`config.mk`:
```
export PLATFORM = sky130hd
export DESIGN_NAME = fsbl_ctrl
export DESIGN_NICKNAME = d
export VERILOG_FILES = /design/src/hw/fsbl_pkg.sv /design/src/hw/fsbl_ctrl.sv /design/src/hw/fsbl_sync.sv /design/src/hw/fsbl_lock_bank.sv
export SDC_FILE = /design/constraint.sdc
export NUM_CORES = 1
export LEC_CHECK = 0
export BUFFER_PORTS_ARGS = -buffer_cell sky130_fd_sc_hd__buf_4
export CAP_MARGIN = 5
export CELL_PAD_IN_SITES_DETAIL_PLACEMENT = 1
export CELL_PAD_IN_SITES_GLOBAL_PLACEMENT = 1
export CORE_AREA = 2 2 153 110
export DETAILED_ROUTE_END_ITERATION = 8
export DIE_AREA = 0 0 155 112
export PLACE_DENSITY = 0.94
export SLEW_MARGIN = 30
export SYNTH_ARGS = -nofsm -noshare
export SYNTH_HDL_FRONTEND = slang
export SYNTH_SLANG_ARGS = --single-unit
```
`constraint.sdc`:
```
create_clock -name pclk -period 8.85 [get_ports pclk]
set_clock_uncertainty 0.2 [all_clocks]
set_input_delay 0.4425 -clock pclk [delete_from_list [all_inputs] [get_ports pclk]]
set_output_delay 0.4425 -clock pclk [all_outputs]
set_load 0.005 [all_outputs]
```
`src/hw/fsbl_pkg.sv`:
```
/*
  shared constants for the flash suspend / blank check / lock controller:
  register map, command codes, status bit positions, timing.
  assumes a 10 MHz pclk and the apb register view described in the note.
*/
package fsbl_pkg;
  // array geometry
  localparam int N_BLK = 8;
  localparam int BLK_W = 3;
  localparam int N_PART = 4;
  localparam int PART_W = 2;
  localparam int CNT_W = 12;

  // apb byte offsets
  localparam logic [7:0] REG_CMD_ADDR = 8'h00;
  localparam logic [7:0] REG_CMD_DATA = 8'h04;
  localparam logic [7:0] REG_READ = 8'h08;
  localparam logic [7:0] REG_STATUS = 8'h0c;

  // fields of the command address register
  localparam int ADDR_OFS_LSB = 0;
  localparam int ADDR_BLK_LSB = 8;
  localparam int ADDR_PART_LSB = 11;
  localparam int ADDR_W = 13;
  localparam int STBY_BIT = 8;

  // command codes on the flash data bus
  localparam logic [15:0] CMD_NONE = 16'h0000;
  localparam logic [15:0] CMD_SUSPEND = 16'h00b0;
  localparam logic [15:0] CMD_RESUME = 16'h00d0;
  localparam logic [15:0] CMD_CONFIRM = 16'h00d0;
  localparam logic [15:0] CMD_BLANK_SETUP = 16'h00bc;
  localparam logic [15:0] CMD_LOCK_SETUP = 16'h0060;
  localparam logic [15:0] CMD_LOCK = 16'h0001;
  localparam logic [15:0] CMD_UNLOCK = 16'h00d0;
  localparam logic [15:0] CMD_LOCKDOWN = 16'h002f;
  localparam logic [15:0] CMD_ERASE_SETUP = 16'h0020;
  localparam logic [15:0] CMD_PGM_SETUP = 16'h0040;
  localparam logic [15:0] CMD_OTP_SETUP = 16'h00c0;
  localparam logic [15:0] CMD_READ_ARRAY = 16'h00ff;
  localparam logic [15:0] CMD_READ_STATUS = 16'h0070;
  localparam logic [15:0] CMD_READ_ID = 16'h0090;
  localparam logic [15:0] CMD_READ_CFI = 16'h0098;
  localparam logic [15:0] CMD_CLR_STATUS = 16'h0050;

  // lock bank operations
  localparam logic [1:0] LK_LOCK = 2'h1;
  localparam logic [1:0] LK_UNLOCK = 2'h2;
  localparam logic [1:0] LK_LDOWN = 2'h3;

  // status word bit positions
  localparam int SR_READY = 7;
  localparam int SR_ESUS = 6;
  localparam int SR_EERR = 5;
  localparam int SR_PERR = 4;
  localparam int SR_PSUS = 2;
  localparam int SR_LERR = 1;

  localparam logic [7:0] LOCK_WORD_OFS = 8'h02;
  localparam logic [15:0] ERASED_WORD = 16'hffff;

  // timing, times in ns and derived cycle counts
  localparam int CLK_PERIOD_NS = 100;
  localparam int SUSP_LAT_NS = 1000;
  localparam int PGM_TIME_NS = 2000;
  localparam int ERS_TIME_NS = 50000;
  localparam int BLANK_TIME_NS = 10000;
  localparam int SUSP_CYC = SUSP_LAT_NS / CLK_PERIOD_NS;
  localparam int PGM_CYC = (PGM_TIME_NS + CLK_PERIOD_NS - 1) / CLK_PERIOD_NS;
  localparam int ERS_CYC = (ERS_TIME_NS + CLK_PERIOD_NS - 1) / CLK_PERIOD_NS;
  localparam int BLANK_CYC = (BLANK_TIME_NS + CLK_PERIOD_NS - 1) / CLK_PERIOD_NS;
  localparam logic [CNT_W-1:0] CNT_ONE = 12'h001;

  // sequencer states, one-hot
  typedef enum logic [4:0] {
    ST_IDLE = 5'b00001,
    ST_ERASE = 5'b00010,
    ST_PROG = 5'b00100,
    ST_OTP = 5'b01000,
    ST_BLANK = 5'b10000
  } fsbl_st_e;

  // per-partition read mode
  typedef enum logic [1:0] {
    RM_ARRAY = 2'h0,
    RM_STATUS = 2'h1,
    RM_ID = 2'h2,
    RM_CFI = 2'h3
  } fsbl_rmode_e;
endpackage

```
`src/hw/fsbl_ctrl.sv`:
```
/*
  flash command controller: suspend/resume, blank check and block lock,
  reached over apb. a write to the command data register is one flash bus
  write cycle at the address held in the command address register; a read
  of the read register is one flash read at that address.
  assumes wp_n and ce_n arrive asynchronously from pins.
*/
// Chosen here: the placing of the registers and the APB interface to the registers.
// Notes on behaviour
// - suspend code at any address, read modes kept
// - halt after latency, suspend bits set in the same cycle
// - protect change while suspended aborts, flags error
// - otp programming ignores suspend
// - program into erase-suspended block flags program error
// - program under erase suspend, itself suspendable
// - while suspended only reads, clear, resume; program and lock under erase suspend
// - erase refused during program suspend
// - hardware reset aborts suspended work
// - chip disable gives standby once idle, context kept
// - resume continues op, clears suspend bit
// - nested resume continues program before erase
// - one block blank check, refused when suspended
// - blank check setup/confirm, partition to status
// - ready bit low while checking, high after
// - non-blank block flags bit five, erase error
// - during blank check only status reads, no suspend
// - reset locks all blocks, locked refuse program/erase
// - lock setup then confirm selects lock/unlock
// - identifier mode offset two returns lock state
// - lock refused while busy or program suspended
// - protect low holds and restores locked-down blocks
// - lock-down confirm marks block, cleared by reset
// - data bit zero locked, bit one down
module fsbl_ctrl (
  input wire logic pclk,
  input wire logic presetn,
  input wire logic pclken,
  input wire logic psel,
  input wire logic penable,
  input wire logic pwrite,
  input wire logic [7:0] paddr,
  input wire logic [31:0] pwdata,
  output logic [31:0] prdata,
  output logic pready,
  output logic pslverr,
  input wire logic wp_n,
  input wire logic ce_n,
  output logic standby
);
  // local one-hot tracker for the first cycle of a two-cycle command
  typedef enum logic [5:0] {
    PD_NONE = 6'b000001,
    PD_ERASE = 6'b000010,
    PD_PROG = 6'b000100,
    PD_OTP = 6'b001000,
    PD_BLANK = 6'b010000,
    PD_LOCK = 6'b100000
  } fsbl_pend_e;

  // counter loads, cut to the counter width on purpose
  localparam logic [fsbl_pkg::CNT_W-1:0] ERS_LOAD = fsbl_pkg::ERS_CYC[fsbl_pkg::CNT_W-1:0];
  localparam logic [fsbl_pkg::CNT_W-1:0] PGM_LOAD = fsbl_pkg::PGM_CYC[fsbl_pkg::CNT_W-1:0];
  localparam logic [fsbl_pkg::CNT_W-1:0] BLANK_LOAD = fsbl_pkg::BLANK_CYC[fsbl_pkg::CNT_W-1:0];
  localparam logic [fsbl_pkg::CNT_W-1:0] SUSP_LOAD = fsbl_pkg::SUSP_CYC[fsbl_pkg::CNT_W-1:0];

  // apb response flops
  logic pready_q;
  logic pslverr_q;
  logic [31:0] prdata_q;
  // flash bus address latched by software
  logic [fsbl_pkg::ADDR_W-1:0] addr_q;
  // pin side, after two flops
  logic wp_low_s; // protect pin is low
  logic ce_n_s; // chip enable, still active low
  logic wp_low_q; // last protect level, for edges
  logic wp_assert; // protect went low
  logic wp_chg; // protect moved either way
  logic standby_q;
  // sequencer
  fsbl_pkg::fsbl_st_e st_q;
  fsbl_pend_e pend_q;
  logic esus_q; // erase suspended
  logic psus_q; // program suspended
  logic susp_pend_q; // suspend asked, latency running
  logic [fsbl_pkg::CNT_W-1:0] susp_cnt_q;
  logic [fsbl_pkg::CNT_W-1:0] ers_cnt_q; // erase context, kept over suspend
  logic [fsbl_pkg::CNT_W-1:0] pgm_cnt_q; // program, otp or blank check
  logic [fsbl_pkg::BLK_W-1:0] ers_blk_q;
  logic [fsbl_pkg::BLK_W-1:0] pgm_blk_q;
  logic pgm_mark_q; // running program leaves a non-erased word
  logic [fsbl_pkg::N_BLK-1:0] dirty_q; // block holds a programmed word
  logic perr_q;
  logic eerr_q;
  logic lerr_q;
  fsbl_pkg::fsbl_rmode_e rm_q [fsbl_pkg::N_PART];
  // lock bank view
  logic [fsbl_pkg::N_BLK-1:0] locked;
  logic [fsbl_pkg::N_BLK-1:0] lockdn;
  // decoded fields and strobes
  logic setup;
  logic access;
  logic wr_stb;
  logic [15:0] code;
  logic [fsbl_pkg::BLK_W-1:0] blk;
  logic [fsbl_pkg::PART_W-1:0] part;
  logic [7:0] ofs;
  logic idle;
  logic ers_done;
  logic pgm_done;
  logic susp_hit;
  logic blank_fail;
  logic [7:0] status_word;
  logic [15:0] rd_word;
  // command decode results
  fsbl_pend_e pend_d;
  logic pend_we;
  logic go_erase;
  logic go_prog;
  logic go_otp;
  logic go_blank;
  logic go_susp;
  logic go_res_p;
  logic go_res_e;
  logic lk_valid;
  logic [1:0] lk_code;
  logic rm_we;
  fsbl_pkg::fsbl_rmode_e rm_val;
  logic clr_err;
  logic perr_c;
  logic eerr_c;
  logic lerr_c;

  // true for the four offsets of the register view
  function automatic logic reg_known(input logic [7:0] a);
    return (a == fsbl_pkg::REG_CMD_ADDR) || (a == fsbl_pkg::REG_CMD_DATA) ||
      (a == fsbl_pkg::REG_READ) || (a == fsbl_pkg::REG_STATUS);
  endfunction

  // read mode commands, legal in every state but blank check
  function automatic logic is_read(input logic [15:0] c);
    return (c == fsbl_pkg::CMD_READ_ARRAY) || (c == fsbl_pkg::CMD_READ_STATUS) ||
      (c == fsbl_pkg::CMD_READ_ID) || (c == fsbl_pkg::CMD_READ_CFI);
  endfunction

  // read mode selected by a read command
  function automatic fsbl_pkg::fsbl_rmode_e rm_of(input logic [15:0] c);
    case (c)
      fsbl_pkg::CMD_READ_STATUS: return fsbl_pkg::RM_STATUS;
      fsbl_pkg::CMD_READ_ID: return fsbl_pkg::RM_ID;
      fsbl_pkg::CMD_READ_CFI: return fsbl_pkg::RM_CFI;
      default: return fsbl_pkg::RM_ARRAY;
    endcase
  endfunction

  // protect is inverted before the flops so reset matches its idle high level
  fsbl_sync #(
    .WIDTH(2)
  ) u_fsbl_sync (
    .pclk(pclk),
    .presetn(presetn),
    .pclken(pclken),
    .din({~wp_n, ce_n}),
    .dout({wp_low_s, ce_n_s})
  );

  fsbl_lock_bank u_fsbl_lock_bank (
    .pclk(pclk),
    .presetn(presetn),
    .pclken(pclken),
    .op_valid(lk_valid),
    .op_code(lk_code),
    .op_blk(blk),
    .wp_low(wp_low_s),
    .wp_assert(wp_assert),
    .locked(locked),
    .lockdn(lockdn)
  );

  assign setup = pclken && psel && !penable;
  assign access = pclken && psel && penable && pready_q;
  assign wr_stb = access && pwrite && (paddr == fsbl_pkg::REG_CMD_DATA);
  assign code = pwdata[15:0];
  assign blk = addr_q[fsbl_pkg::ADDR_BLK_LSB +: fsbl_pkg::BLK_W];
  assign part = addr_q[fsbl_pkg::ADDR_PART_LSB +: fsbl_pkg::PART_W];
  assign ofs = addr_q[fsbl_pkg::ADDR_OFS_LSB +: 8];
  assign idle = (st_q == fsbl_pkg::ST_IDLE);
  assign wp_assert = wp_low_s && !wp_low_q;
  assign wp_chg = wp_low_s != wp_low_q;
  assign ers_done = (st_q == fsbl_pkg::ST_ERASE) && (ers_cnt_q == fsbl_pkg::CNT_ONE);
  assign pgm_done = (st_q != fsbl_pkg::ST_IDLE) && (st_q != fsbl_pkg::ST_ERASE) &&
    (pgm_cnt_q == fsbl_pkg::CNT_ONE);
  assign susp_hit = susp_pend_q && (susp_cnt_q == fsbl_pkg::CNT_ONE) && !ers_done && !pgm_done;
  assign blank_fail = pgm_done && (st_q == fsbl_pkg::ST_BLANK) && dirty_q[pgm_blk_q];

  // status word, ready only once the halt has really happened
  always_comb begin
    status_word = 8'h00;
    status_word[fsbl_pkg::SR_READY] = idle;
    status_word[fsbl_pkg::SR_ESUS] = esus_q;
    status_word[fsbl_pkg::SR_EERR] = eerr_q;
    status_word[fsbl_pkg::SR_PERR] = perr_q;
    status_word[fsbl_pkg::SR_PSUS] = psus_q;
    status_word[fsbl_pkg::SR_LERR] = lerr_q;
  end

  // one flash read at the latched address, by the partition's mode
  always_comb begin
    rd_word = 16'h0000;
    case (rm_q[part])
      fsbl_pkg::RM_STATUS: rd_word = {8'h00, status_word};
      fsbl_pkg::RM_ID: begin
        if (ofs == fsbl_pkg::LOCK_WORD_OFS) begin
          rd_word = {14'h0000, lockdn[blk], locked[blk]};
        end
      end
      // no word store: a block reads erased until something is programmed
      fsbl_pkg::RM_ARRAY: rd_word = dirty_q[blk] ? 16'h0000 : fsbl_pkg::ERASED_WORD;
      default: rd_word = 16'h0000;
    endcase
  end

  // command decode, one flash write per strobe
  always_comb begin
    pend_d = PD_NONE;
    pend_we = 1'b0;
    go_erase = 1'b0;
    go_prog = 1'b0;
    go_otp = 1'b0;
    go_blank = 1'b0;
    go_susp = 1'b0;
    go_res_p = 1'b0;
    go_res_e = 1'b0;
    lk_valid = 1'b0;
    lk_code = fsbl_pkg::LK_LOCK;
    rm_we = 1'b0;
    rm_val = fsbl_pkg::RM_ARRAY;
    clr_err = 1'b0;
    perr_c = 1'b0;
    eerr_c = 1'b0;
    lerr_c = 1'b0;
    if (wr_stb) begin
      if (pend_q != PD_NONE) begin
        // second cycle: confirm or data
        pend_we = 1'b1;
        case (pend_q)
          PD_ERASE: begin
            if (code != fsbl_pkg::CMD_CONFIRM) begin
              eerr_c = 1'b1;
              perr_c = 1'b1;
            end else if (locked[blk]) begin
              eerr_c = 1'b1;
              lerr_c = 1'b1;
            end else begin
              go_erase = 1'b1;
            end
          end
          PD_PROG: begin
            if (esus_q && (blk == ers_blk_q)) begin
              perr_c = 1'b1;
            end else if (locked[blk]) begin
              perr_c = 1'b1;
              lerr_c = 1'b1;
            end else begin
              go_prog = 1'b1;
            end
          end
          PD_OTP: go_otp = 1'b1;
          PD_BLANK: begin
            if (code == fsbl_pkg::CMD_CONFIRM) begin
              go_blank = 1'b1;
            end else begin
              eerr_c = 1'b1;
              perr_c = 1'b1;
            end
          end
          PD_LOCK: begin
            lk_valid = 1'b1;
            case (code)
              fsbl_pkg::CMD_LOCK: lk_code = fsbl_pkg::LK_LOCK;
              fsbl_pkg::CMD_UNLOCK: lk_code = fsbl_pkg::LK_UNLOCK;
              fsbl_pkg::CMD_LOCKDOWN: lk_code = fsbl_pkg::LK_LDOWN;
              default: begin
                lk_valid = 1'b0; // bad confirm is a sequence error
                eerr_c = 1'b1;
                perr_c = 1'b1;
              end
            endcase
          end
          default: ;
        endcase
      end else if (st_q == fsbl_pkg::ST_BLANK) begin
        // only status reads while checking, suspend ignored
        if (code == fsbl_pkg::CMD_READ_STATUS) begin
          rm_we = 1'b1;
          rm_val = fsbl_pkg::RM_STATUS;
        end
      end else if (!idle) begin
        // running: reads and suspend only
        if (is_read(code)) begin
          rm_we = 1'b1;
          rm_val = rm_of(code);
        end else if (code == fsbl_pkg::CMD_SUSPEND && !susp_pend_q &&
          (st_q == fsbl_pkg::ST_ERASE || st_q == fsbl_pkg::ST_PROG)) begin
          go_susp = 1'b1; // otp never suspends
        end
      end else begin
        // idle, maybe with suspended work
        if (is_read(code)) begin
          rm_we = 1'b1;
          rm_val = rm_of(code);
        end else begin
          case (code)
            fsbl_pkg::CMD_CLR_STATUS: clr_err = 1'b1;
            fsbl_pkg::CMD_RESUME: begin
              // program first when both are parked
              if (psus_q && !wp_chg) begin
                go_res_p = 1'b1;
              end else if (esus_q && !wp_chg) begin
                go_res_e = 1'b1;
              end
            end
            fsbl_pkg::CMD_ERASE_SETUP: begin
              if (!esus_q && !psus_q) begin
                pend_d = PD_ERASE;
              end
            end
            fsbl_pkg::CMD_PGM_SETUP: begin
              if (!psus_q) begin
                pend_d = PD_PROG;
              end
            end
            fsbl_pkg::CMD_OTP_SETUP: begin
              if (!esus_q && !psus_q) begin
                pend_d = PD_OTP;
              end
            end
            fsbl_pkg::CMD_BLANK_SETUP: begin
              if (!esus_q && !psus_q) begin
                pend_d = PD_BLANK;
              end
            end
            fsbl_pkg::CMD_LOCK_SETUP: begin
              if (!psus_q) begin
                pend_d = PD_LOCK;
              end
            end
            default: ;
          endcase
          if (pend_d != PD_NONE) begin
            pend_we = 1'b1;
            rm_we = 1'b1;
            rm_val = fsbl_pkg::RM_STATUS;
          end
        end
      end
    end
  end

  // apb answers one cycle after setup, data stands in the access phase
  always_ff @(posedge pclk or negedge presetn) begin
    if (!presetn) begin
      pready_q <= 1'b0;
      pslverr_q <= 1'b0;
      prdata_q <= 32'h0000_0000;
    end else if (pclken) begin
      pready_q <= psel && !penable;
      pslverr_q <= psel && !penable && !reg_known(paddr);
      if (setup && !pwrite) begin
        case (paddr)
          fsbl_pkg::REG_CMD_ADDR: prdata_q <= {19'h00000, addr_q};
          fsbl_pkg::REG_READ: prdata_q <= {16'h0000, rd_word};
          fsbl_pkg::REG_STATUS: prdata_q <= {24'h000000, status_word};
          default: prdata_q <= 32'h0000_0000;
        endcase
      end
    end
  end

  // flash address register
  always_ff @(posedge pclk or negedge presetn) begin
    if (!presetn) begin
      addr_q <= '0;
    end else if (access && pwrite && paddr == fsbl_pkg::REG_CMD_ADDR) begin
      addr_q <= pwdata[fsbl_pkg::ADDR_W-1:0];
    end
  end

  // pending first cycle
  always_ff @(posedge pclk or negedge presetn) begin
    if (!presetn) begin
      pend_q <= PD_NONE;
    end else if (pclken && pend_we) begin
      pend_q <= pend_d;
    end
  end

  // sequencer; reset drops any suspended work
  always_ff @(posedge pclk or negedge presetn) begin
    if (!presetn) begin
      st_q <= fsbl_pkg::ST_IDLE;
      esus_q <= 1'b0;
      psus_q <= 1'b0;
      susp_pend_q <= 1'b0;
      susp_cnt_q <= '0;
      ers_cnt_q <= '0;
      pgm_cnt_q <= '0;
      ers_blk_q <= '0;
      pgm_blk_q <= '0;
      pgm_mark_q <= 1'b0;
    end else if (pclken) begin
      if (go_erase) begin
        st_q <= fsbl_pkg::ST_ERASE;
        ers_cnt_q <= ERS_LOAD;
        ers_blk_q <= blk;
      end else if (go_prog) begin
        st_q <= fsbl_pkg::ST_PROG;
        pgm_cnt_q <= PGM_LOAD;
        pgm_blk_q <= blk;
        pgm_mark_q <= code != fsbl_pkg::ERASED_WORD;
      end else if (go_otp) begin
        st_q <= fsbl_pkg::ST_OTP;
        pgm_cnt_q <= PGM_LOAD;
        pgm_mark_q <= 1'b0;
      end else if (go_blank) begin
        st_q <= fsbl_pkg::ST_BLANK;
        pgm_cnt_q <= BLANK_LOAD;
        pgm_blk_q <= blk;
      end else if (go_res_p) begin
        st_q <= fsbl_pkg::ST_PROG; // counter kept, so it goes on
        psus_q <= 1'b0;
      end else if (go_res_e) begin
        st_q <= fsbl_pkg::ST_ERASE;
        esus_q <= 1'b0;
      end else if (ers_done || pgm_done) begin
        st_q <= fsbl_pkg::ST_IDLE; // finishing beats a late suspend
        susp_pend_q <= 1'b0;
      end else if (susp_hit) begin
        st_q <= fsbl_pkg::ST_IDLE;
        susp_pend_q <= 1'b0;
        if (st_q == fsbl_pkg::ST_ERASE) begin
          esus_q <= 1'b1;
        end else begin
          psus_q <= 1'b1;
        end
      end else begin
        if (st_q == fsbl_pkg::ST_ERASE) begin
          ers_cnt_q <= ers_cnt_q - fsbl_pkg::CNT_ONE;
        end else if (!idle) begin
          pgm_cnt_q <= pgm_cnt_q - fsbl_pkg::CNT_ONE;
        end
        if (go_susp) begin
          susp_pend_q <= 1'b1; // work runs on through the latency
          susp_cnt_q <= SUSP_LOAD;
        end else if (susp_pend_q) begin
          susp_cnt_q <= susp_cnt_q - fsbl_pkg::CNT_ONE;
        end
      end
      // protect moved while parked: abandon the parked work
      if (wp_chg && (esus_q || psus_q)) begin
        esus_q <= 1'b0;
        psus_q <= 1'b0;
      end
    end
  end

  // blank tracking per block; reset assumes an erased array
  always_ff @(posedge pclk or negedge presetn) begin
    if (!presetn) begin
      dirty_q <= '0;
    end else if (pclken) begin
      if (ers_done) begin
        dirty_q[ers_blk_q] <= 1'b0;
      end
      if (pgm_done && st_q == fsbl_pkg::ST_PROG && pgm_mark_q) begin
        dirty_q[pgm_blk_q] <= 1'b1;
      end
    end
  end

  // error flags: a set in the clear's cycle wins
  always_ff @(posedge pclk or negedge presetn) begin
    if (!presetn) begin
      perr_q <= 1'b0;
      eerr_q <= 1'b0;
      lerr_q <= 1'b0;
    end else if (pclken) begin
      perr_q <= (perr_q && !clr_err) || perr_c || (wp_chg && psus_q);
      eerr_q <= (eerr_q && !clr_err) || eerr_c || (wp_chg && esus_q) || blank_fail;
      lerr_q <= (lerr_q && !clr_err) || lerr_c;
    end
  end

  // read mode per partition; suspend and resume never touch it
  for (genvar p = 0; p < fsbl_pkg::N_PART; p++) begin : g_part
    always_ff @(posedge pclk or negedge presetn) begin
      if (!presetn) begin
        rm_q[p] <= fsbl_pkg::RM_ARRAY;
      end else if (pclken && rm_we && part == p[fsbl_pkg::PART_W-1:0]) begin
        rm_q[p] <= rm_val;
      end
    end
  end

  // protect edge and standby; a deselected busy array stays active
  always_ff @(posedge pclk or negedge presetn) begin
    if (!presetn) begin
      wp_low_q <= 1'b0;
      standby_q <= 1'b0;
    end else if (pclken) begin
      wp_low_q <= wp_low_s;
      standby_q <= ce_n_s && idle; // context untouched
    end
  end

  assign prdata = prdata_q;
  assign pready = pready_q;
  assign pslverr = pslverr_q;
  assign standby = standby_q;
endmodule

```
`src/hw/fsbl_sync.sv`:
```
/*
  two-flop synchroniser for asynchronous pins.
  assumes the consumer reads only dout; stage one feeds stage two alone.
*/
module fsbl_sync #(
  parameter int WIDTH = 2
) (
  input wire logic pclk,
  input wire logic presetn,
  input wire logic pclken,
  input wire logic [WIDTH-1:0] din,
  output logic [WIDTH-1:0] dout
);
  logic [WIDTH-1:0] meta_q; // first stage, read by dout only

  // two stages, frozen with the clock enable
  always_ff @(posedge pclk or negedge presetn) begin
    if (!presetn) begin
      meta_q <= '0;
      dout <= '0;
    end else if (pclken) begin
      meta_q <= din;
      dout <= meta_q;
    end
  end
endmodule

```
`src/hw/fsbl_lock_bank.sv`:
```
/*
  per-block lock and lock-down bits with write-protect interaction.
  assumes wp_low is already synchronised and wp_assert is its rising edge.
*/
module fsbl_lock_bank (
  input wire logic pclk,
  input wire logic presetn,
  input wire logic pclken,
  input wire logic op_valid,
  input wire logic [1:0] op_code,
  input wire logic [fsbl_pkg::BLK_W-1:0] op_blk,
  input wire logic wp_low,
  input wire logic wp_assert,
  output logic [fsbl_pkg::N_BLK-1:0] locked,
  output logic [fsbl_pkg::N_BLK-1:0] lockdn
);
  // one slice per block
  for (genvar b = 0; b < fsbl_pkg::N_BLK; b++) begin : g_blk
    logic hit;
    assign hit = op_valid && (op_blk == b[fsbl_pkg::BLK_W-1:0]);

    // reset leaves every block locked, none locked down
    always_ff @(posedge pclk or negedge presetn) begin
      if (!presetn) begin
        locked[b] <= 1'b1;
        lockdn[b] <= 1'b0;
      end else if (pclken) begin
        if (wp_assert && lockdn[b]) begin
          locked[b] <= 1'b1; // relock on protect assert
        end else if (hit) begin
          case (op_code)
            fsbl_pkg::LK_LOCK: locked[b] <= 1'b1;
            fsbl_pkg::LK_UNLOCK: begin
              // locked-down blocks hold while protected
              if (!(lockdn[b] && wp_low)) begin
                locked[b] <= 1'b0;
              end
            end
            fsbl_pkg::LK_LDOWN: begin
              lockdn[b] <= 1'b1; // lock-down alone does not lock
              if (wp_low) begin
                locked[b] <= 1'b1; // already protected: lock now
              end
            end
            default: ;
          endcase
        end
      end
    end
  end
endmodule

```
==> results.ini, run 1 <==
[sta]
timing.slew.headroom_pct = 36.5
fin_ws_ns = 4.13
tightest_slew_ns = 0.943
finalCritPeriodShare_pct = 53.4
whs_ns = 0.0363
max_freq_ghz = 0.212
final_hold_viol_count = 0
drv_slew = 0
tns_ns = 0
period_needed_ns = 4.72
final-setup-viol-count = 0
grt_setup_unrepaired = no

[power]
ir_drop_mv = 0.138
power_mw = 1.63
p_switching_mw = 0.472
powerDensity_nw_per_um2 = 187
leakage_nw = 3.81
internal_power_mw = 1.16
power.share.switching_pct = 28.9
p_clk_share_pct = 46.5
pwr-share-seq_pct = 40.4
power_frac_comb_pct = 13.1

[grt]
grt_max_degree = 76
grt_pass1_wl_um = 42900
grt_pass1_vias = 7762
antenna_found_initial = 0
overflow = 0
grtUsageTotal_pct = 31.8

[synthesis]
netlist_area_um2 = 7650
yosysSeqAreaShare_pct = 41.7
ys_top_cells_by_count = dfrtp_1, nand2_1, o21ai_0
synth_edf_count = 0
synthTopCellsByArea = dfrtp_1, nand2_1, mux2_2
synth-seq-cells = 127
synth.distinct_cells = 72
syn_inst = 839
syn-mean-instance-area_um2 = 9.12
synth_largest_area_cell = dfrtp_1
async_flop_share_pct = 100
yosys.area.top_type_share_pct = 38.2
yosysWarnings = 0
ys.flop_type = dfrtp_1
yosysMostFrequentCell = dfrtp_1

[placement]
io_buffers = 50
dp_slack_ns = 3.92
place_congestion = 0.914
dp_hpwl_um = 17200

[critical_path]
rr_startpoint = pready
worstPathCellList = buf_4, nor4_1, nand4_1, nor2_1, nand3_1, ha_1, mux2_2, inv_1, a2111oi_2, and2_1, a221o_1
critPathKind = in2reg
r2r_setup_slack_ns = 4.50
critPathCaptureType = flip-flop
cp.required_ns = 9.03
cp_slowest_cell = nor2_1
start_kind = input pin
cp_data_arrival_time_ns = 4.90
reg2reg_depth = 10
cp_slowest_stage_delay_ns = 0.91
reg2reg_to = u_fsbl_lock_bank.locked[0]
crit_path_max_fanout = 13

[die]
die_height_um = 112
coreArea_um2 = 16000
die_w_um = 155
die-area_um2 = 17400
start_util_pct = 48.0
rows = 39
ios = 83

[clock_network]
cts_tree = built
cts_buffers = 17
post_cts_resized = 0
clock_latency_ns = 0.44
cts-root-buf = clkbuf_16
clk_path_buf_depth = 2
clk_pin_slew_ns = 0.06
ctsHtreeMaxLevel = 4
clock_sinks = 127

[routing]
ant_nets = 0
viasPerCell = 6.76
wl_per_cell_um = 24.7
dr.pass1.iters = 6
totalWireLength_um = 26900
drcViolationCount = 0
vias = 7363
drt_iter0_markers = 814

[status]
run_status = finished clean

[final_layout]
diodes = 0
drive_gt1_share_pct = 17.6
syn_to_final_growth_pct = 14.1
fin_nets = 928

[min_path]
hp-class = in2reg
hold_path_startpoint = ce_n
worstHoldPathCells = 2
min_to = u_fsbl_sync.meta_q[0]

[flow_run]
drv_cap = 0

==> logic make-up after synthesis <==
group | Yosys count | share of synthesized area (%)
flops | 127 | 41.7
mux | 43 | 7.71
simple gates | 384 | 27.1
compound gates | 181 | 15.4
xor+xnor | 14 | 1.60
buf+inv | 80 | 4.97
other cells | 1 | 0.0490
fa+ha+maj | 9 | 1.47
==> power groups by stage <==
stage               clock network, mW  registers, mW  logic, mW
floorplan                           0          0.653      0.145
detailed placement                  0          0.667      0.201
global placement                    0          0.663      0.191
global route                    0.779          0.664      0.232
finish                          0.758          0.659      0.213
CTS                             0.755          0.657      0.209
==> worst max-delay path: cells and delay by family <==
kind / cells / cell delay (ns)
AO/OA/AOI/OAI: 2 / 0.84
buffers and inverters: 2 / 0.20
AND/OR/NAND/NOR: 5 / 2.82
multiplexers: 1 / 0.31
adder cells (fa/ha/maj): 1 / 0.31
==> per-stage QoR <==
step	instances	cell area, um2	util, %
2_1_floorplan	854	7710	-
3_3_place_gp	1055	8090	50.7
3_5_place_dp	1055	8100	50.7
4_1_cts	1089	8730	54.7
5_1_grt	1089	8740	54.7
6_report	1089	8740	54.7
==> timing repair <==
item | 4_1_cts | 5_1_grt
hold endpoints to repair | 45 | 0
hold buffers | 2 | 0
endpoints found under the setup margin | 0 | 0
setup buffers | 0 | 0
==> registers in the layout (all words and copies together), names as in the netlist, 2 cells and up <==
signal	cells
prdata	14
u_fsbl_lock_bank.lockdn	8
pgm_blk_q	3
pend_q	6
dirty_q	8
u_fsbl_sync.dout	2
st_q	5
ers_blk_q	3
susp_cnt_q	12
addr_q	13
pgm_cnt_q	12
ers_cnt_q	12
u_fsbl_sync.meta_q	2
rm_q	8
u_fsbl_lock_bank.locked	8
==> worst max path at each step <==
stage                        start                          to  slack (ns)  depth (start not counted)
after floorplan           paddr[1]  u_fsbl_lock_bank.locked[1]        5.32                         11
after global placement    paddr[1]  u_fsbl_lock_bank.locked[0]        3.84                         11
after CTS                 paddr[1]  u_fsbl_lock_bank.locked[0]        4.38                         11
final                     paddr[1]  u_fsbl_lock_bank.locked[0]        4.13                         11
after global routing      paddr[1]  u_fsbl_lock_bank.locked[0]        3.94                         11
after detailed placement  paddr[1]  u_fsbl_lock_bank.locked[0]        3.92                         11
==> per-layer routing <==
metal | vias to the layer above | share of wire [%] | track usage, %
met5 | - | 0 | 0
met4 | 0 | 4.8 | 16.5
met3 | 120 | 8.8 | 7.28
met2 | 403 | 46 | 49.2
met1 | 3690 | 41 | 41.9
li1 | 3150 | - | -
==> cell type report <==
class / count / area [um2]
Clock buffer: 20 / 457
Clock inverter: 12 / 159
Fill cell: 1844 / 7220
Inverter: 21 / 78.8
Multi-Input combinational cell: 647 / 4160
Sequential cell: 127 / 3190
Tap cell: 205 / 256
Timing Repair Buffer: 57 / 437
==> layout by cell type, fill, tap and decap left out, types with 9 or more instances in the layout <==
cell	n
nand4_1	17
mux2_2	28
dfstp_2	10
conb_1	16
and3_1	14
and2_1	11
nand2_1	100
inv_1	21
a31oi_1	9
nor3_1	26
mux4_2	10
or4_1	16
dfrtp_1	117
nand3_1	46
nor2_1	52
clkbuf_16	17
or3_1	11
ha_1	9
nor4_1	23
buf_4	54
a21oi_1	42
xor2_1	9
o21ai_0	53
o31ai_1	12
nand2b_1	12
Note: power is estimated with default switching activity, not from simulation.
==> inputs of run 2 (changes only) <==
Settings changed: ABC_AREA set to 1, CORE_AREA 2 2 153 110 to 2 2 172 123, DIE_AREA 0 0 155 112 to 0 0 174 125, PLACE_DENSITY 0.94 to 0.89.
Clock period 8.85 ns to 4.8 ns, I/O delays scaled along.
==> run 2 against run 1 <==
Hold slack lost 0.011 ns. Synthesized cell count grew 48%. Sequential share of layout area shrank 3.9 points.
==> results.ini, run 2 <==
[clock_network]
post_cts_buffers = 0  ; unchanged
cts_tree = built  ; unchanged
clk_path_buf_depth = 2  ; unchanged
clock_latency_ns = 0.44  ; about the same
ctsHtreeMaxLevel = 4  ; unchanged
post_cts_resized = 0  ; unchanged
clk_pin_slew_ns = 0.06  ; about the same
clock_sinks = 127  ; unchanged
cts-root-buf = clkbuf_16  ; unchanged
holdBufCountCts = 17  ; was 2
cts_buffers = 17  ; unchanged

[routing]
totalWireLength_um = 28800  ; was 26900 um
viasPerCell = 5.52  ; was 6.76
dr.pass1.iters = 4  ; was 6
vias = 8756  ; was 7363
drcViolationCount = 0  ; unchanged
wl_per_cell_um = 18.1  ; was 24.7 um
drt_iter0_markers = 692  ; was 814
ant_nets = 0  ; unchanged

[grt]
grt_pass1_vias = 9003  ; was 7762
grtUsageTotal_pct = 27.2  ; was 31.8%
overflow = 0  ; unchanged
grt_pass1_wl_um = 47100  ; was 42900 um
antenna_found_initial = 1  ; was 0
grt_max_degree = 94  ; was 76

[final_layout]
multiInputGateArea_um2 = 4580  ; was 4160 um2
final_cell_mix = nand2_1, nor2_1, inv_1  ; was dfrtp_1, nand2_1, buf_4
syn_to_final_growth_pct = 14.8  ; was 14.1%
fin_nets = 1353  ; was 928
layout_commonest_cell = nand2_1  ; was dfrtp_1
fillers = 2690  ; was 1844
largest_reg_flops = 14  ; unchanged
layout.area.seq_um2 = 3190  ; unchanged
stdcell_count = 1586  ; was 1089
final_area_um2 = 9790  ; was 8740 um2
drive_gt1_share_pct = 11.3  ; was 17.6%

[sta]
max_freq_ghz = 0.261
drv_slew = 0  ; unchanged
whs_ns = 0.0254  ; was 0.0363 ns
timing.slew.headroom_pct = 35.6  ; was 36.5%
final-setup-viol-count = 0  ; unchanged
period_needed_ns = 3.83
grt_setup_unrepaired = no  ; unchanged
tightest_slew_ns = 0.961  ; was 0.943 ns
final_hold_viol_count = 0  ; unchanged
tns_ns = 0  ; unchanged
fin_ws_ns = 0.968  ; was 4.13 ns
finalCritPeriodShare_pct = 79.8

[placement]
placed_area_um2 = 9040  ; was 8100 um2
place_congestion = 0.915  ; was 0.914
io_buffers = 50  ; unchanged
dp_hpwl_um = 20000  ; was 17200 um
dp_slack_ns = 0.942  ; was 3.92 ns
place_inst = 1536  ; was 1055

[critical_path]
critPathCaptureType = flip-flop  ; unchanged
crit_path_max_fanout = 8  ; was 13
critPathKind = in2reg  ; unchanged
cp_data_arrival_time_ns = 4.00  ; was 4.90 ns
cp.required_ns = 4.96  ; was 9.03 ns
start_kind = input pin  ; unchanged

[die]
start_util_pct = 42.1  ; was 48.0%
die-area_um2 = 21800  ; was 17400 um2
coreArea_um2 = 20300  ; was 16000 um2
die_height_um = 125  ; was 112 um
die_w_um = 174  ; was 155 um
rows = 44  ; was 39
ios = 83  ; unchanged

[synthesis]
synth.distinct_cells = 46  ; was 72
synth_largest_area_cell = dfrtp_1  ; unchanged
async_flop_share_pct = 100  ; unchanged
synth_edf_count = 0  ; unchanged
syn_inst = 1239  ; was 839
yosysSeqAreaShare_pct = 37.4  ; was 41.7%
yosys.area.top_type_share_pct = 34.3  ; was 38.2%
synth-seq-cells = 127  ; unchanged
yosysWarnings = 0  ; unchanged
netlist_area_um2 = 8530  ; was 7650 um2
ys.flop_type = dfrtp_1  ; unchanged
synthTopCellsByArea = dfrtp_1, nand2_1, nor2_1  ; was dfrtp_1, nand2_1, mux2_2
ys_top_cells_by_count = nand2_1, nor2_1, inv_1  ; was dfrtp_1, nand2_1, o21ai_0
yosysMostFrequentCell = nand2_1  ; was dfrtp_1
syn-mean-instance-area_um2 = 6.89  ; was 9.12 um2

[power]
ir_drop_mv = 0.257  ; was 0.138 mV
leakage_nw = 4.98  ; was 3.81 nW
powerDensity_nw_per_um2 = 378  ; was 187 nW/um2

[min_path]
hp-class = in2reg  ; unchanged

[status]
run_status = finished clean  ; unchanged

[flow_run]
drv_cap = 0  ; unchanged

run 2: changes by cell type after synthesis, sizes merged, moves of 26 or more:
cell | before | now
inv | 21 | 132
mux2 | 28 | 2
nand2 | 100 | 402
nand3 | 46 | 91
nand4 | 17 | 71
nor2 | 52 | 154
run 2: worst paths after layout:
| kind | depth (start not counted) | slack (ns) | startpoint | to |
|---|---|---|---|---|
| worst min register to register | 2 | 0.26 | u_fsbl_lock_bank.locked[6] | u_fsbl_lock_bank.locked[6] |
| worst max register to register | 17 | 1.02 | pready | u_fsbl_lock_bank.locked[3] |
| min in group asynchronous | 2 | 0.25 | presetn | rm_q[2] |
| max in group asynchronous | 3 | 2.99 | presetn | pend_q[0] |
| worst min-delay path | 4 | 0.03 | pwrite | prdata[0] |
| worst max-delay path | 19 | 0.97 | penable | u_fsbl_lock_bank.locked[3] |
run 2: cell type report:
class	count	share of cell area (%)
antenna	1	0.0256
clock buffer	25	5.06
clock inverter	7	0.869
inverter	135	5.19
multi-input combinational	943	46.8
sequential	127	32.6
tap	276	3.53
timing repair buffer	72	5.99
run 2: stage by stage:
stage,power (mW),util (%)
2_1_floorplan,2.09,-
3_3_place_gp,2.31,44.6
3_5_place_dp,2.37,44.6
4_1_cts,3.71,48.3
5_1_grt,3.93,48.3
6_report,3.71,48.3
run 2: cell families (layout without fill, tap and decap cells):
family	count (synthesis)	after routing	share of synthesized area, %
compound gates	124	124	7.88
fa+ha+maj	9	9	1.32
xor+xnor	24	24	2.46
other cells	1	17	0.0440
buf+inv	184	239	9.59
flops	127	127	37.4
simple gates	768	768	41.0
mux	2	2	0.264
run 2: report_power, final:
| group | switching (mW) | internal, mW | total [mW] |
|---|---|---|---|
| sequential | 0.157 | 1.22 | 1.38 |
| clock | 0.497 | 0.815 | 1.31 |
| combinational | 0.658 | 0.357 | 1.01 |
| total | 1.31 | 2.39 | 3.71 |
run 2: worst max-delay path, stage by stage:
cell           delay (ns)
dlygate4sd3_1        0.53
buf_4                0.11
nand3_1              0.10
nor2_4               0.15
nand3_2              0.22
nor2_2               0.26
inv_1                0.13
nor4_1               0.34
inv_1                0.12
nor2_1               0.20
inv_1                0.07
ha_1                 0.28
nor2_1               0.04
a21oi_1              0.66
a21oi_1              0.10
nor3_1               0.24
nand2_1              0.09
nand2_1              0.07
nand2_1              0.05
run 2: per-layer routing:
metal,part of all wire (%),track usage (%),up-vias
met4,2.1,9.10,0
met3,6.0,5.93,56
met1,46,37.3,4347
met2,46,42.9,238
li1,-,-,4115
met5,0,0,-
==> inputs of run 3 (changes only) <==
Clock period 4.8 ns to 3.8 ns, I/O delays scaled along.
==> run 3 against run 2 <==
Critical path depth is 2 higher. Non-clock buffer count is 9 higher. Sequential cell count stayed put. Combinational power is 28% higher. Worst setup slack worse by 0.84 ns. Hold slack worse by 0.035 ns. Critical endpoint is now u_fsbl_lock_bank.locked[2]. Sequential power is 27% higher. Die area stayed put. Global-route usage is 2.0 points higher. Count of clock-buffer cells in the layout is 1 lower. Critical path type unchanged. The flow now finishes with violations (hold timing).
==> results.ini, run 3 (synthesis results as in run 2) <==
[critical_path]
start_kind = input pin  ; unchanged
rr_startpoint = pready  ; unchanged
crit_path_max_fanout = 8  ; unchanged
critPathKind = in2reg  ; unchanged
cp.required_ns = 3.98  ; was 4.96 ns
reg2reg_to = u_fsbl_lock_bank.locked[2]  ; was u_fsbl_lock_bank.locked[3]
critPathCaptureType = flip-flop  ; unchanged
reg2reg_depth = 18  ; was 17
cp_data_arrival_time_ns = 3.85  ; was 4.00 ns
r2r_setup_slack_ns = 0.42  ; was 1.02 ns

[placement]
io_buffers = 50  ; unchanged
dp_hpwl_um = 20300  ; was 20000 um
place_inst = 1541  ; was 1536
place_congestion = 0.907  ; was 0.915

[sta]
tns_ns = 0  ; unchanged
tightest_slew_ns = 0.872  ; was 0.961 ns
period_needed_ns = 3.67
drv_slew = 0  ; unchanged
grt_setup_unrepaired = no  ; unchanged
final-setup-viol-count = 0  ; unchanged
timing.slew.headroom_pct = 41.7  ; was 35.6%
max_freq_ghz = 0.272
finalCritPeriodShare_pct = 96.7
final_hold_viol_count = 1  ; was 0
whs_ns = -0.00991  ; was 0.0254 ns

[final_layout]
stdcell_count = 1594  ; was 1586
diodes = 0  ; was 1
fin_nets = 1362  ; was 1353
final_cell_mix = nand2_1, nor2_1, inv_1  ; unchanged
largest_reg_flops = 14  ; unchanged
syn_to_final_growth_pct = 15.4  ; was 14.8%
drive_gt1_share_pct = 11.5  ; was 11.3%
fin_util_pct = 48.6  ; was 48.3%
layout_commonest_cell = nand2_1  ; unchanged

[die]
ios = 83  ; unchanged
start_util_pct = 42.1  ; unchanged
coreArea_um2 = 20300  ; unchanged
rows = 44  ; unchanged
die-area_um2 = 21800  ; unchanged
die_w_um = 174  ; unchanged
die_height_um = 125  ; unchanged

[power]
powerDensity_nw_per_um2 = 473  ; was 378 nW/um2
ir_drop_mv = 0.326  ; was 0.257 mV
leakage_nw = 5.00  ; was 4.98 nW

[routing]
drcViolationCount = 0  ; unchanged
viasPerCell = 5.65  ; was 5.52
dr.pass1.iters = 5  ; was 4
totalWireLength_um = 30700  ; was 28800 um
dr_wl_met2_um = 14100  ; was 13100 um
top_layer_used = met4  ; unchanged
ant_nets = 0  ; unchanged
vias = 9007  ; was 8756
met3WireLength_um = 1910  ; was 1740 um
drt_iter0_markers = 821  ; was 692
wl_per_cell_um = 19.3  ; was 18.1 um
drt-met1-wl_um = 13500  ; was 13300 um

[min_path]
min_to = pgm_mark_q  ; was prdata[0]
worstHoldPathCells = 4  ; unchanged
hp-class = in2reg  ; unchanged
hold_path_startpoint = pwdata[13]  ; was pwrite

[clock_network]
cts-root-buf = clkbuf_16  ; unchanged
post_cts_buffers = 0  ; unchanged
ctsHtreeMaxLevel = 4  ; unchanged
clk_pin_slew_ns = 0.06  ; about the same
cts_tree = built  ; unchanged
cts_buffers = 17  ; unchanged
clock_sinks = 127  ; unchanged
clk_path_buf_depth = 2  ; unchanged
clock_latency_ns = 0.45  ; was 0.44 ns

[grt]
grt_pass1_vias = 9337  ; was 9003
grtUsageTotal_pct = 29.2  ; was 27.2%
antenna_found_initial = 0  ; was 1
grt_pass1_wl_um = 50300  ; was 47100 um
overflow = 0  ; unchanged
grt_max_degree = 99  ; was 94

[flow_run]
drv_cap = 0  ; unchanged

[status]
run_status = finished, violations left  ; was finished clean
violations = hold timing

## run 3: cell count changes in the layout (fill, tap and decap cells not counted)
cell           before  now
buf_4              54   59
buf_6               1    0
clkbuf_1            4    7
clkbuf_8            4    1
clkinvlp_4          0    1
diode_2             1    0
dlygate4sd3_1      17   21
nor3_1             33   32
nor3_2              1    2
nor4_1              5    4
nor4_2              1    2
## run 3: report_power, final
group	switching [mW]	total, mW	internal [mW]
clock network	0.658	1.62	0.958
logic	0.828	1.29	0.463
registers	0.202	1.75	1.54
total	1.69	4.65	2.96
## run 3: layout make-up
cell class | count | area (um2)
multi-input combinational | 943 | 4590
clock inverter | 8 | 92.6
timing repair buffer | 81 | 667
sequential | 127 | 3190
inverter | 135 | 508
fill | 2643 | 10400
tap | 276 | 345
clock buffer | 24 | 452
## run 3: what timing repair did
action / 4_1_cts / 5_1_grt
setup endpoints to repair: 0 / 8
endpoints found under the hold margin: 113 / 0
hold buffers: 21 / 0
gates resized for setup: 0 / 2
## run 3: worst max-delay path by stage
stage	startpoint	end	slack, ns	cells after the start
after floorplan	pready	u_fsbl_lock_bank.locked[0]	1.11	17
final	paddr[0]	u_fsbl_lock_bank.locked[2]	0.13	21
after global routing	paddr[0]	u_fsbl_lock_bank.locked[2]	0.02	21
after global placement	paddr[1]	u_fsbl_lock_bank.locked[3]	0.47	20
after CTS	paddr[0]	u_fsbl_lock_bank.locked[2]	0.21	21
after detailed placement	paddr[1]	u_fsbl_lock_bank.locked[2]	0.30	19
## run 3: worst max-delay path, stage by stage
cell	delay (ns)
dlygate4sd3_1	0.55
buf_4	0.14
nor2_1	0.13
inv_1	0.10
nor2_1	0.24
nand3_2	0.25
nor2_2	0.22
inv_1	0.12
nor4_2	0.31
inv_1	0.12
nor2_1	0.17
inv_1	0.07
ha_1	0.28
nor2_1	0.04
a21oi_1	0.12
buf_4	0.19
a21oi_1	0.06
nor3_1	0.29
nand2_1	0.12
nand2_1	0.09
nand2_1	0.05
## run 3: through the flow
stage,area (um2),setup WS (ns),total power [mW]
floorplan,8590,1.11,2.64
global placement,9080,0.467,2.93
detailed placement,9080,0.298,3.00
CTS,9830,0.206,4.63
global route,9840,0.0160,4.92
finish,9840,0.127,4.65
## run 3: routing by layer
| metal | global-route usage, % | up-vias |
|---|---|---|
| li1 | - | 4135 |
| met1 | 39.3 | 4471 |
| met2 | 46.1 | 318 |
| met3 | 4.99 | 83 |
| met4 | 13.7 | 0 |
| met5 | 0 | - |
